===== config.mk =====
export PLATFORM = sky130hd
export DESIGN_NAME = serial_select_code_decoder
export DESIGN_NICKNAME = d
export VERILOG_FILES = /design/src/verilog/ssd_pkg.sv /design/src/verilog/serial_select_code_decoder.sv
export SDC_FILE = /design/constraint.sdc
export NUM_CORES = 1
export LEC_CHECK = 0
export ABC_AREA = 1
export BUFFER_PORTS_ARGS = -buffer_cell sky130_fd_sc_hd__buf_2
export CAP_MARGIN = 20
export CORE_MARGIN = 4
export CORE_UTILIZATION = 40
export DETAILED_ROUTE_END_ITERATION = 7
export GPL_TIMING_DRIVEN = 1
export PLACE_DENSITY = 0.65
export SYNTH_ARGS = -nofsm -noshare
export SYNTH_HDL_FRONTEND = slang
export SYNTH_SLANG_ARGS = --single-unit

===== constraint.sdc =====
create_clock -name core_clk_i -period 1.45 [get_ports core_clk_i]
set_input_delay 0 -clock core_clk_i [delete_from_list [all_inputs] [get_ports core_clk_i]]
set_output_delay 0 -clock core_clk_i [all_outputs]
set_load 0.01 [all_outputs]

===== src/verilog/ssd_pkg.sv =====
// Constants, types and timing for the serial select code decoder
// Operation
// RULE1 - Idle serial line rests high (marking)
// RULE2 - Start falling edge opens 11 ms skip window
// RULE3 - Skip end opens 68 ms sampling window
// RULE4 - Sampling window starts 122 Hz bit clock
// RULE5 - Eight data bits shift in during window
// RULE6 - Control decode held low until window ends
// RULE7 - Control-X routes data onward, blocks command register
// RULE8 - Entry enable holds until clear pulse
// RULE9 - First digit accepts data only when entry enabled
// RULE10 - Each digit decodes to one of ten
// RULE11 - First digit lock blocks further first-digit input
// RULE12 - Second digit needs entry and first lock
// RULE13 - Second digit drives low-order group likewise
// RULE14 - Second lock starts activation after 50 ms
// RULE15 - Activation is one six second high pulse
// RULE16 - Activation end fires 50 ms clear of registers
// RULE17 - Selections held until activation ends, then cleared
// RULE18 - After clear, ready for new command
// RULE19 - First digit high-order, second digit low-order
// RULE20 - Control match on reception-order pattern 00011001
// RULE21 - Edges during sampling never restart the window
// RULE22 - Digit value from first four received bits
// RULE23 - Input synchronised, all timing from cycle counters
// RULE24 - Stray characters when idle change nothing
package ssd_pkg;

  localparam int unsigned CLK_HZ    = 125_000_000;
  localparam int unsigned CLK_PER_US = CLK_HZ / 1_000_000;
  localparam int unsigned SKIP_US   = 11_000;
  localparam int unsigned SAMPLE_US = 68_000;
  localparam int unsigned BIT_HZ    = 122;
  localparam int unsigned DELAY_US  = 50_000;
  localparam int unsigned ACT_S     = 6;
  localparam int unsigned CLEAR_US  = 50_000;

  localparam int unsigned SKIP_CYC   = SKIP_US * CLK_PER_US;
  localparam int unsigned SAMPLE_CYC = SAMPLE_US * CLK_PER_US;
  localparam int unsigned BIT_CYC    = CLK_HZ / BIT_HZ;
  localparam int unsigned DELAY_CYC  = DELAY_US * CLK_PER_US;
  localparam int unsigned ACT_CYC    = ACT_S * CLK_HZ;
  localparam int unsigned CLEAR_CYC  = CLEAR_US * CLK_PER_US;

  localparam int unsigned CNT_W  = 30;
  localparam int unsigned CHAR_W = 8;
  localparam int unsigned BITS_W = 4;
  localparam int unsigned SEL_W  = 10;
  localparam int unsigned DIG_W  = 4;

  localparam logic [CHAR_W-1:0] CTRL_X    = 8'h19;
  localparam logic [CHAR_W-1:0] CHAR_ZERO = 8'h00;
  localparam logic [SEL_W-1:0]  SEL_NONE  = 10'h000;
  localparam logic [BITS_W-1:0] CHAR_BITS = 4'h8;

  typedef enum logic [1:0] {
    F_IDLE   = 2'b00,
    F_SKIP   = 2'b01,
    F_SAMPLE = 2'b10
  } frame_t;

  typedef enum logic [1:0] {
    A_IDLE  = 2'b00,
    A_DELAY = 2'b01,
    A_ACT   = 2'b10,
    A_CLEAR = 2'b11
  } act_t;

  typedef struct packed {
    logic [SEL_W-1:0] high;
    logic [SEL_W-1:0] low;
  } sel_t;

  typedef struct packed {
    logic entry;
    logic first;
    logic second;
  } lock_t;

endpackage : ssd_pkg


===== src/verilog/serial_select_code_decoder.sv =====
// Serial select code decoder: framing, command capture, digit decode, activation
module serial_select_code_decoder #(
  parameter int unsigned SKIP_CYC   = ssd_pkg::SKIP_CYC,
  parameter int unsigned SAMPLE_CYC = ssd_pkg::SAMPLE_CYC,
  parameter int unsigned BIT_CYC    = ssd_pkg::BIT_CYC,
  parameter int unsigned DELAY_CYC  = ssd_pkg::DELAY_CYC,
  parameter int unsigned ACT_CYC    = ssd_pkg::ACT_CYC,
  parameter int unsigned CLEAR_CYC  = DELAY_CYC // Clear and delay share one length
) (
  // Clock and reset
  input  wire logic                     core_clk_i,
  input  wire logic                     srst_i,
  // Serial line from the modem
  input  wire logic                     serial_rx_i,
  // Selection groups
  output logic [ssd_pkg::SEL_W-1:0]     high_sel_o,
  output logic [ssd_pkg::SEL_W-1:0]     low_sel_o,
  // Status
  output logic                          entry_en_o,
  output logic                          first_digit_lock_o,
  output logic                          second_digit_lock_o,
  output logic                          sample_win_o,
  // Peripheral control
  output logic                          activate_o,
  output logic                          clear_o
);

  logic                         rx_meta_reg;
  logic                         rxd_reg;
  logic                         rxd_prev_reg;
  logic                         fall;
  ssd_pkg::frame_t              frame_reg;
  logic [ssd_pkg::CNT_W-1:0]    frame_cnt_reg;
  logic [ssd_pkg::CNT_W-1:0]    bit_cnt_reg;
  logic [ssd_pkg::BITS_W-1:0]   bits_taken_reg;
  logic                         bit_tick;
  logic                         win_end;
  logic [ssd_pkg::CHAR_W-1:0]   rx_shift_reg;
  logic [ssd_pkg::CHAR_W-1:0]   ctrl_reg;
  logic [ssd_pkg::CHAR_W-1:0]   first_reg;
  logic [ssd_pkg::CHAR_W-1:0]   second_reg;
  ssd_pkg::lock_t               lock_reg;
  ssd_pkg::sel_t                sel_reg;
  ssd_pkg::act_t                act_reg;
  logic [ssd_pkg::CNT_W-1:0]    act_cnt_reg;
  logic                         clearing;
  logic                         accept;
  logic [ssd_pkg::DIG_W-1:0]    rx_digit;
  logic [ssd_pkg::SEL_W-1:0]    rx_hot;

  // Two-stage synchroniser and falling-edge detect on the synced level
  always_ff @(posedge core_clk_i) begin
    if (srst_i) begin
      rx_meta_reg  <= 1'b1;
      rxd_reg      <= 1'b1;
      rxd_prev_reg <= 1'b1;
    end else begin
      rx_meta_reg  <= serial_rx_i; // RULE23
      rxd_reg      <= rx_meta_reg;
      rxd_prev_reg <= rxd_reg;
    end
  end

  // Idle line is high, so the first falling edge after idle is the start bit
  assign fall = rxd_prev_reg & ~rxd_reg; // RULE1

  assign win_end = (frame_reg == ssd_pkg::F_SAMPLE) &&
                   (frame_cnt_reg == ssd_pkg::CNT_W'(SAMPLE_CYC - 1));

  // Skip and sampling windows
  always_ff @(posedge core_clk_i) begin
    if (srst_i) begin
      frame_reg     <= ssd_pkg::F_IDLE;
      frame_cnt_reg <= '0;
    end else begin
      case (frame_reg)
        ssd_pkg::F_IDLE: begin
          frame_cnt_reg <= '0;
          if (fall) begin
            frame_reg <= ssd_pkg::F_SKIP; // RULE2
          end
        end
        ssd_pkg::F_SKIP: begin
          if (frame_cnt_reg == ssd_pkg::CNT_W'(SKIP_CYC - 1)) begin
            frame_reg     <= ssd_pkg::F_SAMPLE; // RULE3
            frame_cnt_reg <= '0;
          end else begin
            frame_cnt_reg <= frame_cnt_reg + 1'b1;
          end
        end
        ssd_pkg::F_SAMPLE: begin
          // Edges inside the window are data, not start bits
          if (win_end) begin // RULE21
            frame_reg     <= ssd_pkg::F_IDLE;
            frame_cnt_reg <= '0;
          end else begin
            frame_cnt_reg <= frame_cnt_reg + 1'b1;
          end
        end
        default: begin
          frame_reg     <= ssd_pkg::F_IDLE;
          frame_cnt_reg <= '0;
        end
      endcase
    end
  end

  // Bit clock: first tick as the window opens, then one per bit period
  assign bit_tick = (frame_reg == ssd_pkg::F_SAMPLE) && (bit_cnt_reg == '0) &&
                    (bits_taken_reg != ssd_pkg::CHAR_BITS);

  always_ff @(posedge core_clk_i) begin
    if (srst_i || frame_reg != ssd_pkg::F_SAMPLE) begin
      bit_cnt_reg    <= '0;
      bits_taken_reg <= '0;
    end else begin
      if (bit_cnt_reg == ssd_pkg::CNT_W'(BIT_CYC - 1)) begin // RULE4
        bit_cnt_reg <= '0;
      end else begin
        bit_cnt_reg <= bit_cnt_reg + 1'b1;
      end
      if (bit_tick) begin
        bits_taken_reg <= bits_taken_reg + 1'b1;
      end
    end
  end

  // First received bit ends up in the top bit
  always_ff @(posedge core_clk_i) begin
    if (srst_i || frame_reg == ssd_pkg::F_IDLE) begin
      rx_shift_reg <= ssd_pkg::CHAR_ZERO;
    end else if (bit_tick) begin
      rx_shift_reg <= {rx_shift_reg[ssd_pkg::CHAR_W-2:0], rxd_reg}; // RULE5
    end
  end

  // Low-order data bit arrives first
  assign rx_digit = {rx_shift_reg[4], rx_shift_reg[5], rx_shift_reg[6], rx_shift_reg[7]}; // RULE22

  generate
    for (genvar i = 0; i < ssd_pkg::SEL_W; i++) begin : g_hot
      assign rx_hot[i] = (rx_digit == ssd_pkg::DIG_W'(i)); // RULE10
    end
  endgenerate

  assign clearing = (act_reg == ssd_pkg::A_CLEAR);
  // Characters are only judged once the whole window has passed
  assign accept   = win_end && (act_reg == ssd_pkg::A_IDLE); // RULE6

  // Command and digit stages
  always_ff @(posedge core_clk_i) begin
    if (srst_i || clearing) begin // RULE16 RULE18
      ctrl_reg   <= ssd_pkg::CHAR_ZERO;
      first_reg  <= ssd_pkg::CHAR_ZERO;
      second_reg <= ssd_pkg::CHAR_ZERO;
      lock_reg   <= '0;
      sel_reg    <= '0;
    end else if (accept) begin
      if (!lock_reg.entry) begin
        // Anything but the control character is dropped
        if (rx_shift_reg == ssd_pkg::CTRL_X) begin // RULE20 RULE24
          ctrl_reg       <= rx_shift_reg;
          lock_reg.entry <= 1'b1; // RULE7 RULE8
        end
      end else if (!lock_reg.first) begin // RULE9
        first_reg      <= rx_shift_reg;
        sel_reg.high   <= rx_hot; // RULE19
        lock_reg.first <= 1'b1; // RULE11
      end else if (!lock_reg.second) begin // RULE12
        second_reg      <= rx_shift_reg;
        sel_reg.low     <= rx_hot; // RULE13
        lock_reg.second <= 1'b1;
      end
    end
  end

  // Activation sequencer
  always_ff @(posedge core_clk_i) begin
    if (srst_i) begin
      act_reg     <= ssd_pkg::A_IDLE;
      act_cnt_reg <= '0;
    end else begin
      case (act_reg)
        ssd_pkg::A_IDLE: begin
          act_cnt_reg <= '0;
          if (lock_reg.second) begin
            act_reg <= ssd_pkg::A_DELAY; // RULE14
          end
        end
        ssd_pkg::A_DELAY: begin
          if (act_cnt_reg == ssd_pkg::CNT_W'(DELAY_CYC - 1)) begin
            act_reg     <= ssd_pkg::A_ACT;
            act_cnt_reg <= '0;
          end else begin
            act_cnt_reg <= act_cnt_reg + 1'b1;
          end
        end
        ssd_pkg::A_ACT: begin
          if (act_cnt_reg == ssd_pkg::CNT_W'(ACT_CYC - 1)) begin // RULE15
            act_reg     <= ssd_pkg::A_CLEAR; // RULE17
            act_cnt_reg <= '0;
          end else begin
            act_cnt_reg <= act_cnt_reg + 1'b1;
          end
        end
        ssd_pkg::A_CLEAR: begin
          if (act_cnt_reg == ssd_pkg::CNT_W'(CLEAR_CYC - 1)) begin // RULE16
            act_reg     <= ssd_pkg::A_IDLE;
            act_cnt_reg <= '0;
          end else begin
            act_cnt_reg <= act_cnt_reg + 1'b1;
          end
        end
        default: begin
          act_reg     <= ssd_pkg::A_IDLE;
          act_cnt_reg <= '0;
        end
      endcase
    end
  end

  // Registered outputs
  always_ff @(posedge core_clk_i) begin
    if (srst_i) begin
      activate_o   <= 1'b0;
      clear_o      <= 1'b0;
      sample_win_o <= 1'b0;
    end else begin
      activate_o   <= (act_reg == ssd_pkg::A_ACT);
      clear_o      <= clearing;
      sample_win_o <= (frame_reg == ssd_pkg::F_SAMPLE);
    end
  end

  assign high_sel_o          = sel_reg.high;
  assign low_sel_o           = sel_reg.low;
  assign entry_en_o          = lock_reg.entry;
  assign first_digit_lock_o  = lock_reg.first;
  assign second_digit_lock_o = lock_reg.second;
endmodule : serial_select_code_decoder


## After elaboration in Yosys (flattened, before gate mapping)

Index checks and enable logic that the tools add are counted.

| storage, ports and cells | value |
|---|---|
| register bits | 135 |
| bits of input ports | 3 |
| output and inout port bits | 26 |
| word-level logic and storage cells | 91 |

| operators by class | value |
|---|---|
| add/subtract/negate cells | 4 |
| equal/unequal tests | 29 |
| mux-type cells | 17 |
| bitwise operators | 4 |
| reductions and logical operators | 19 |

Operators with widths:

| kind | number |
|---|---|
| $mux W30 | 4 |
| $add A30 B1 Y30 const B | 3 |
| $pmux W30 S3 | 1 |
| $pmux W30 S2 | 1 |
| $eq A30 B20 Y1 const B | 1 |
| $eq A30 B21 Y1 const B | 1 |
| $eq A30 B23 Y1 const B | 1 |
| $eq A30 B24 Y1 const B | 1 |
| $eq A30 B30 Y1 const B | 1 |
| $logic_not A30 Y1 | 1 |
| $eq A4 B3 Y1 const B | 4 |
| $mux W2 | 7 |
| $ne A2 B2 Y1 const B | 7 |
| $reduce_and A3 Y1 | 3 |
| $eq A4 B2 Y1 const B | 2 |
| $eq A4 B4 Y1 const B | 2 |
| $eq A8 B5 Y1 const B | 1 |
| $pmux W2 S4 | 1 |
| $reduce_and A4 Y1 | 2 |
| $eq A2 B2 Y1 const B | 3 |
| $pmux W2 S3 | 1 |
| $add A4 B1 Y4 const B | 1 |
| $eq A2 B1 Y1 const B | 2 |
| $eq A4 B1 Y1 const B | 1 |
| 11 further kinds | 21 |

## Depth between registers and ports, before layout

| depth | value |
|---|---|
| depth in word-level cells | 4 |
| mapped depth | 13 |
| gate-level depth less buffers | 11 |

## Least setup slack after synthesis

OpenSTA, ideal clock, no wires.

| timing path | value |
|---|---|
| path kind | reg-to-reg |
| start point | reg frame_cnt_reg[0] in the netlist's numbering |
| end point | reg frame_cnt_reg[7] in the netlist's numbering |
| setup time | 0.119 ns |
| arrival | 1.482 ns |
| data required time | 1.331 ns |
| slack | -0.151 ns |
| cell stages (with the launch flop) | 13 |
| buffers on the path | 2 |
| period minus slack after synthesis | 1.601 ns |
| cell sequence | dfxtp_1 -> ha_1 -> nand2_2 -> nor2_4 -> nand2_1 -> nor2_1 -> nand2_1 -> nand2_1 -> nand2_2 -> nand2_1 -> buf_6 -> buf_8 -> nor2_2 |

| between the ends | value |
|---|---|
| cells in the longest elaborated chain, start to end | 4 |
| elaborated cells between the ends (all ways) | 7 |
| those cells by class | add/sub: 1; eq/ne: 2; mux: 3; reduce/logical: 1 |

Ends and longest elaborated chain:

| element | line | text |
|---|---|---|
| start, declared | serial_select_code_decoder.sv:33 | `logic [ssd_pkg::CNT_W-1:0] frame_cnt_reg;` |
| start signal, assigned | serial_select_code_decoder.sv:88 | `frame_cnt_reg <= frame_cnt_reg + 1'b1;` |
| start signal, assigned | serial_select_code_decoder.sv:97 | `frame_cnt_reg <= frame_cnt_reg + 1'b1;` |
| parallel branches: the longest is 3 deep, another holds $add A30 B1 Y30 | -- |  |
| $pmux W30 S2 * | serial_select_code_decoder.sv:76 | `case (frame_reg)` |

Mark *: on every way between the ends.
A chain may end at the register's enable or synchronous reset.

## Worst setup path after layout

| timing path | value |
|---|---|
| start point | reg frame_cnt_reg[1] in the netlist's numbering |
| end point | reg frame_cnt_reg[22] in the netlist's numbering |

The elaborated chain is that of the path after synthesis.

==> metrics.txt <==
critical path required time=around 1.8 ns; cell family with most CP delay=simple AND/OR/NAND/NOR gates; fin crit share=1.13; min-delay worst type=reg -> reg; latest clock arrival within the worst-skew pair=between 0.4 and 0.5 ns; CTS tree=yes; most common cell after layout, fill and taps aside=nand2_1; slowest stage delay, CP=0.35 ns; largest net degree at the start of global routing=21; routed wire length per instance=about 13 um; # rows=48; Critical Path, Cell by Cell=ha_4, buf_4, inv_1, nor2_1, nand2_1, nor2_1, nand2_1, nand2_2, nand2_4, nand2_8, clkbuf_16, nor2_2; grt ovf=0; Critical Path Fanout Max=8; post-synthesis sequential area ratio=0.377; Synth Cell Area=between 7000 and 8000 um^2; share of layout cells above drive strength 1=0.400; Routed Antenna Nets=0; RePlAce Congestion=a little over 0.9; Initial Util=0.412; cells after synthesis=between 1000 and 1500; first-pass GRT wire length=33500 um; main combinational cell family by area after synthesis=simple AND/OR/NAND/NOR gates; CP Data Arrival Time=1.95 ns; DR vias=7693; total CTS buffers=17; Die Y=between 100 and 150 um; crit start category=register; Compound-Gate Fraction of Synth Area=0.0401; worst setup margin=-0.191 ns; I/O pins=29; clk buf depth=2; Max-slew headroom=0.646; Pins Over Slew Limit=0; Overall Global Routing Usage=0.201; WHS=approximately 0.41 ns; critical path class=reg -> reg; Setup crit end kind=register; Worst Tran Pin Value=around 0.53 ns; unrepaired setup endpoints after global routing=yes; Leakage Power=roughly 0.0044 uW; # port buffers=28; clock sinks=~140; power per cell area=approximately 960 nW/um^2; most frequent cells in the layout=nand2_1 (215), buf_4 (184), nor2_1 (165), inv_1 (115), dfxtp_1 (111); CP max-delay cell=dfxtp_2; xor/xnor cell area share of the yosys netlist=0.0659; Die Span X=approximately 140 um; vias in the first global route=~7400; violated checks=negative setup slack; f_max=approximately 610 MHz; Unique masters post-synth=32; ant diodes=0; DR pass1 iterations=5; final net count=1355; Synth Area in Adders=0.0279; Yosys warnings=0; CTS root buf=clkbuf_16; Post-Syn Nets=around 1100; final hold viol count=0; Clock Pin Slew Worst Setup and Hold Paths=0.06 ns; Final setup violation count=between 100 and 150; final WL=~21000 um; syn_area_per_cell=approximately 6.6 um^2; final setup skew=around 0.009 ns; Buf/Inv on CP=3; Area Growth Syn to Fin=53.5%; vias per cell=4.89; worst-case vdd ir drop=slightly below 0.0009 V; initial antenna violation count=0; outcome=complete, but fails checks; Max Cap Viol=0; die area=around 20000 um^2; Post-Place Worst Slack=-0.165 ns; Final HPWL DP=roughly 14000 um; H-tree Lvls=4; # DRC=0; mux share of post-synthesis cell area=0; Initial DRC Count=roughly 410; Min Clock Period, post-route=~1.6 ns; Core ar.=17400 um^2; Synth Register Bits=around 140; Simple-Gate Fraction of Synth Area=0.401
==> routing by layer <==
layer / up-vias / wire (um) / track usage
li1: 3931 / - / -
met1: 3535 / 9280 / 0.259
met2: 178 / 10500 / 0.341
met3: 49 / 862 / 0.0454
met4: 0 / 485 / 0.0520
met5: - / 0 / 0
==> cells in the mapped netlist <==
cell type	count	area share
nand2_1	243	0.13
nor2_1	238	0.12
dfxtp_1	135	0.38
inv_1	135	0.071
nand4_1	49	0.043
nand3_1	46	0.032
nor3_1	45	0.031
xor2_1	45	0.055
a21oi_1	39	0.027
o21ai_0	17	0.012
ha_1	16	0.028
nor2_2	11	0.0096
buf_2	9	0.0063
or2_2	9	0.0078
xnor2_1	9	0.011
clkbuf_1	5	0.0026
nand2_2	5	0.0044
nand3b_1	5	0.0052
nor3b_1	4	0.0042
inv_2	3	0.0016
and2_1	2	0.0017
buf_4	2	0.0021
buf_6	2	0.0031
nor2_4	2	0.0031
buf_8	1	0.0021
clkinv_1	1	0.00052
nand2b_1	1	0.00087
nand3_2	1	0.0014
nor3_2	1	0.0014
nor3_4	1	0.0023
o31ai_1	1	0.0010
or2_0	1	0.00087
==> cell families after synthesis <==
logic type,count (synthesis)
xor+xnor,54
fa+ha+maj,16
flops,135
buf+inv,158
simple gates,664
compound gates,57
==> per-stage QoR <==
stage / instances / area (um^2) / total power [uW] / utilization / TNS, ns
2_1_floorplan: 1084 / 7250 / 4880 / - / -0.819
3_3_place_gp: 1506 / 9010 / 5410 / 0.518 / -6.95
3_5_place_dp: 1506 / 9010 / 5450 / 0.518 / -10.72
4_1_cts: 1560 / 10100 / 10200 / 0.581 / -8.65
5_1_grt: 1574 / 11000 / 11000 / 0.633 / -26.08
6_report: 1574 / 11000 / 10600 / 0.633 / -15.83
==> worst paths after layout <==
check	end	startpoint	depth (start not counted)	slack (ns)
worst max-delay path	frame_cnt_reg[22]$_SDFF_PP0_	frame_cnt_reg[1]$_SDFF_PP0_	12	-0.19
worst min-delay path	rxd_reg$_SDFF_PP1_	rx_meta_reg$_SDFF_PP1_	1	0.41
worst max register to register	frame_cnt_reg[22]$_SDFF_PP0_	frame_cnt_reg[1]$_SDFF_PP0_	12	-0.19
worst min register to register	rxd_reg$_SDFF_PP1_	rx_meta_reg$_SDFF_PP1_	1	0.41
==> what timing repair did <==
item	in CTS	in global routing
buffers inserted	15	10
pin swaps	21	55
hold buffers	3	0
gates cloned	4	7
setup endpoints to repair	124	129
hold endpoints to repair	5	0
resized for setup	94	215
==> power by group <==
group	total (uW)	switching [uW]	leakage [uW]	internal (uW)
sequential	3880	73.2	0.00110	3800
combinational	2350	1330	0.00300	1020
clock	4390	1830	0.000274	2570
==> area by class of cell <==
type	count	area [um^2]
multi-input combinational	792	4790
tap	225	282
clock inverter	15	168
clock buffer	17	425
timing repair inverter	1	11.3
inverter	139	529
timing repair buffer	250	2070
fill	1405	6400
sequential	135	2740
Note: power is estimated with default switching activity, not from simulation.
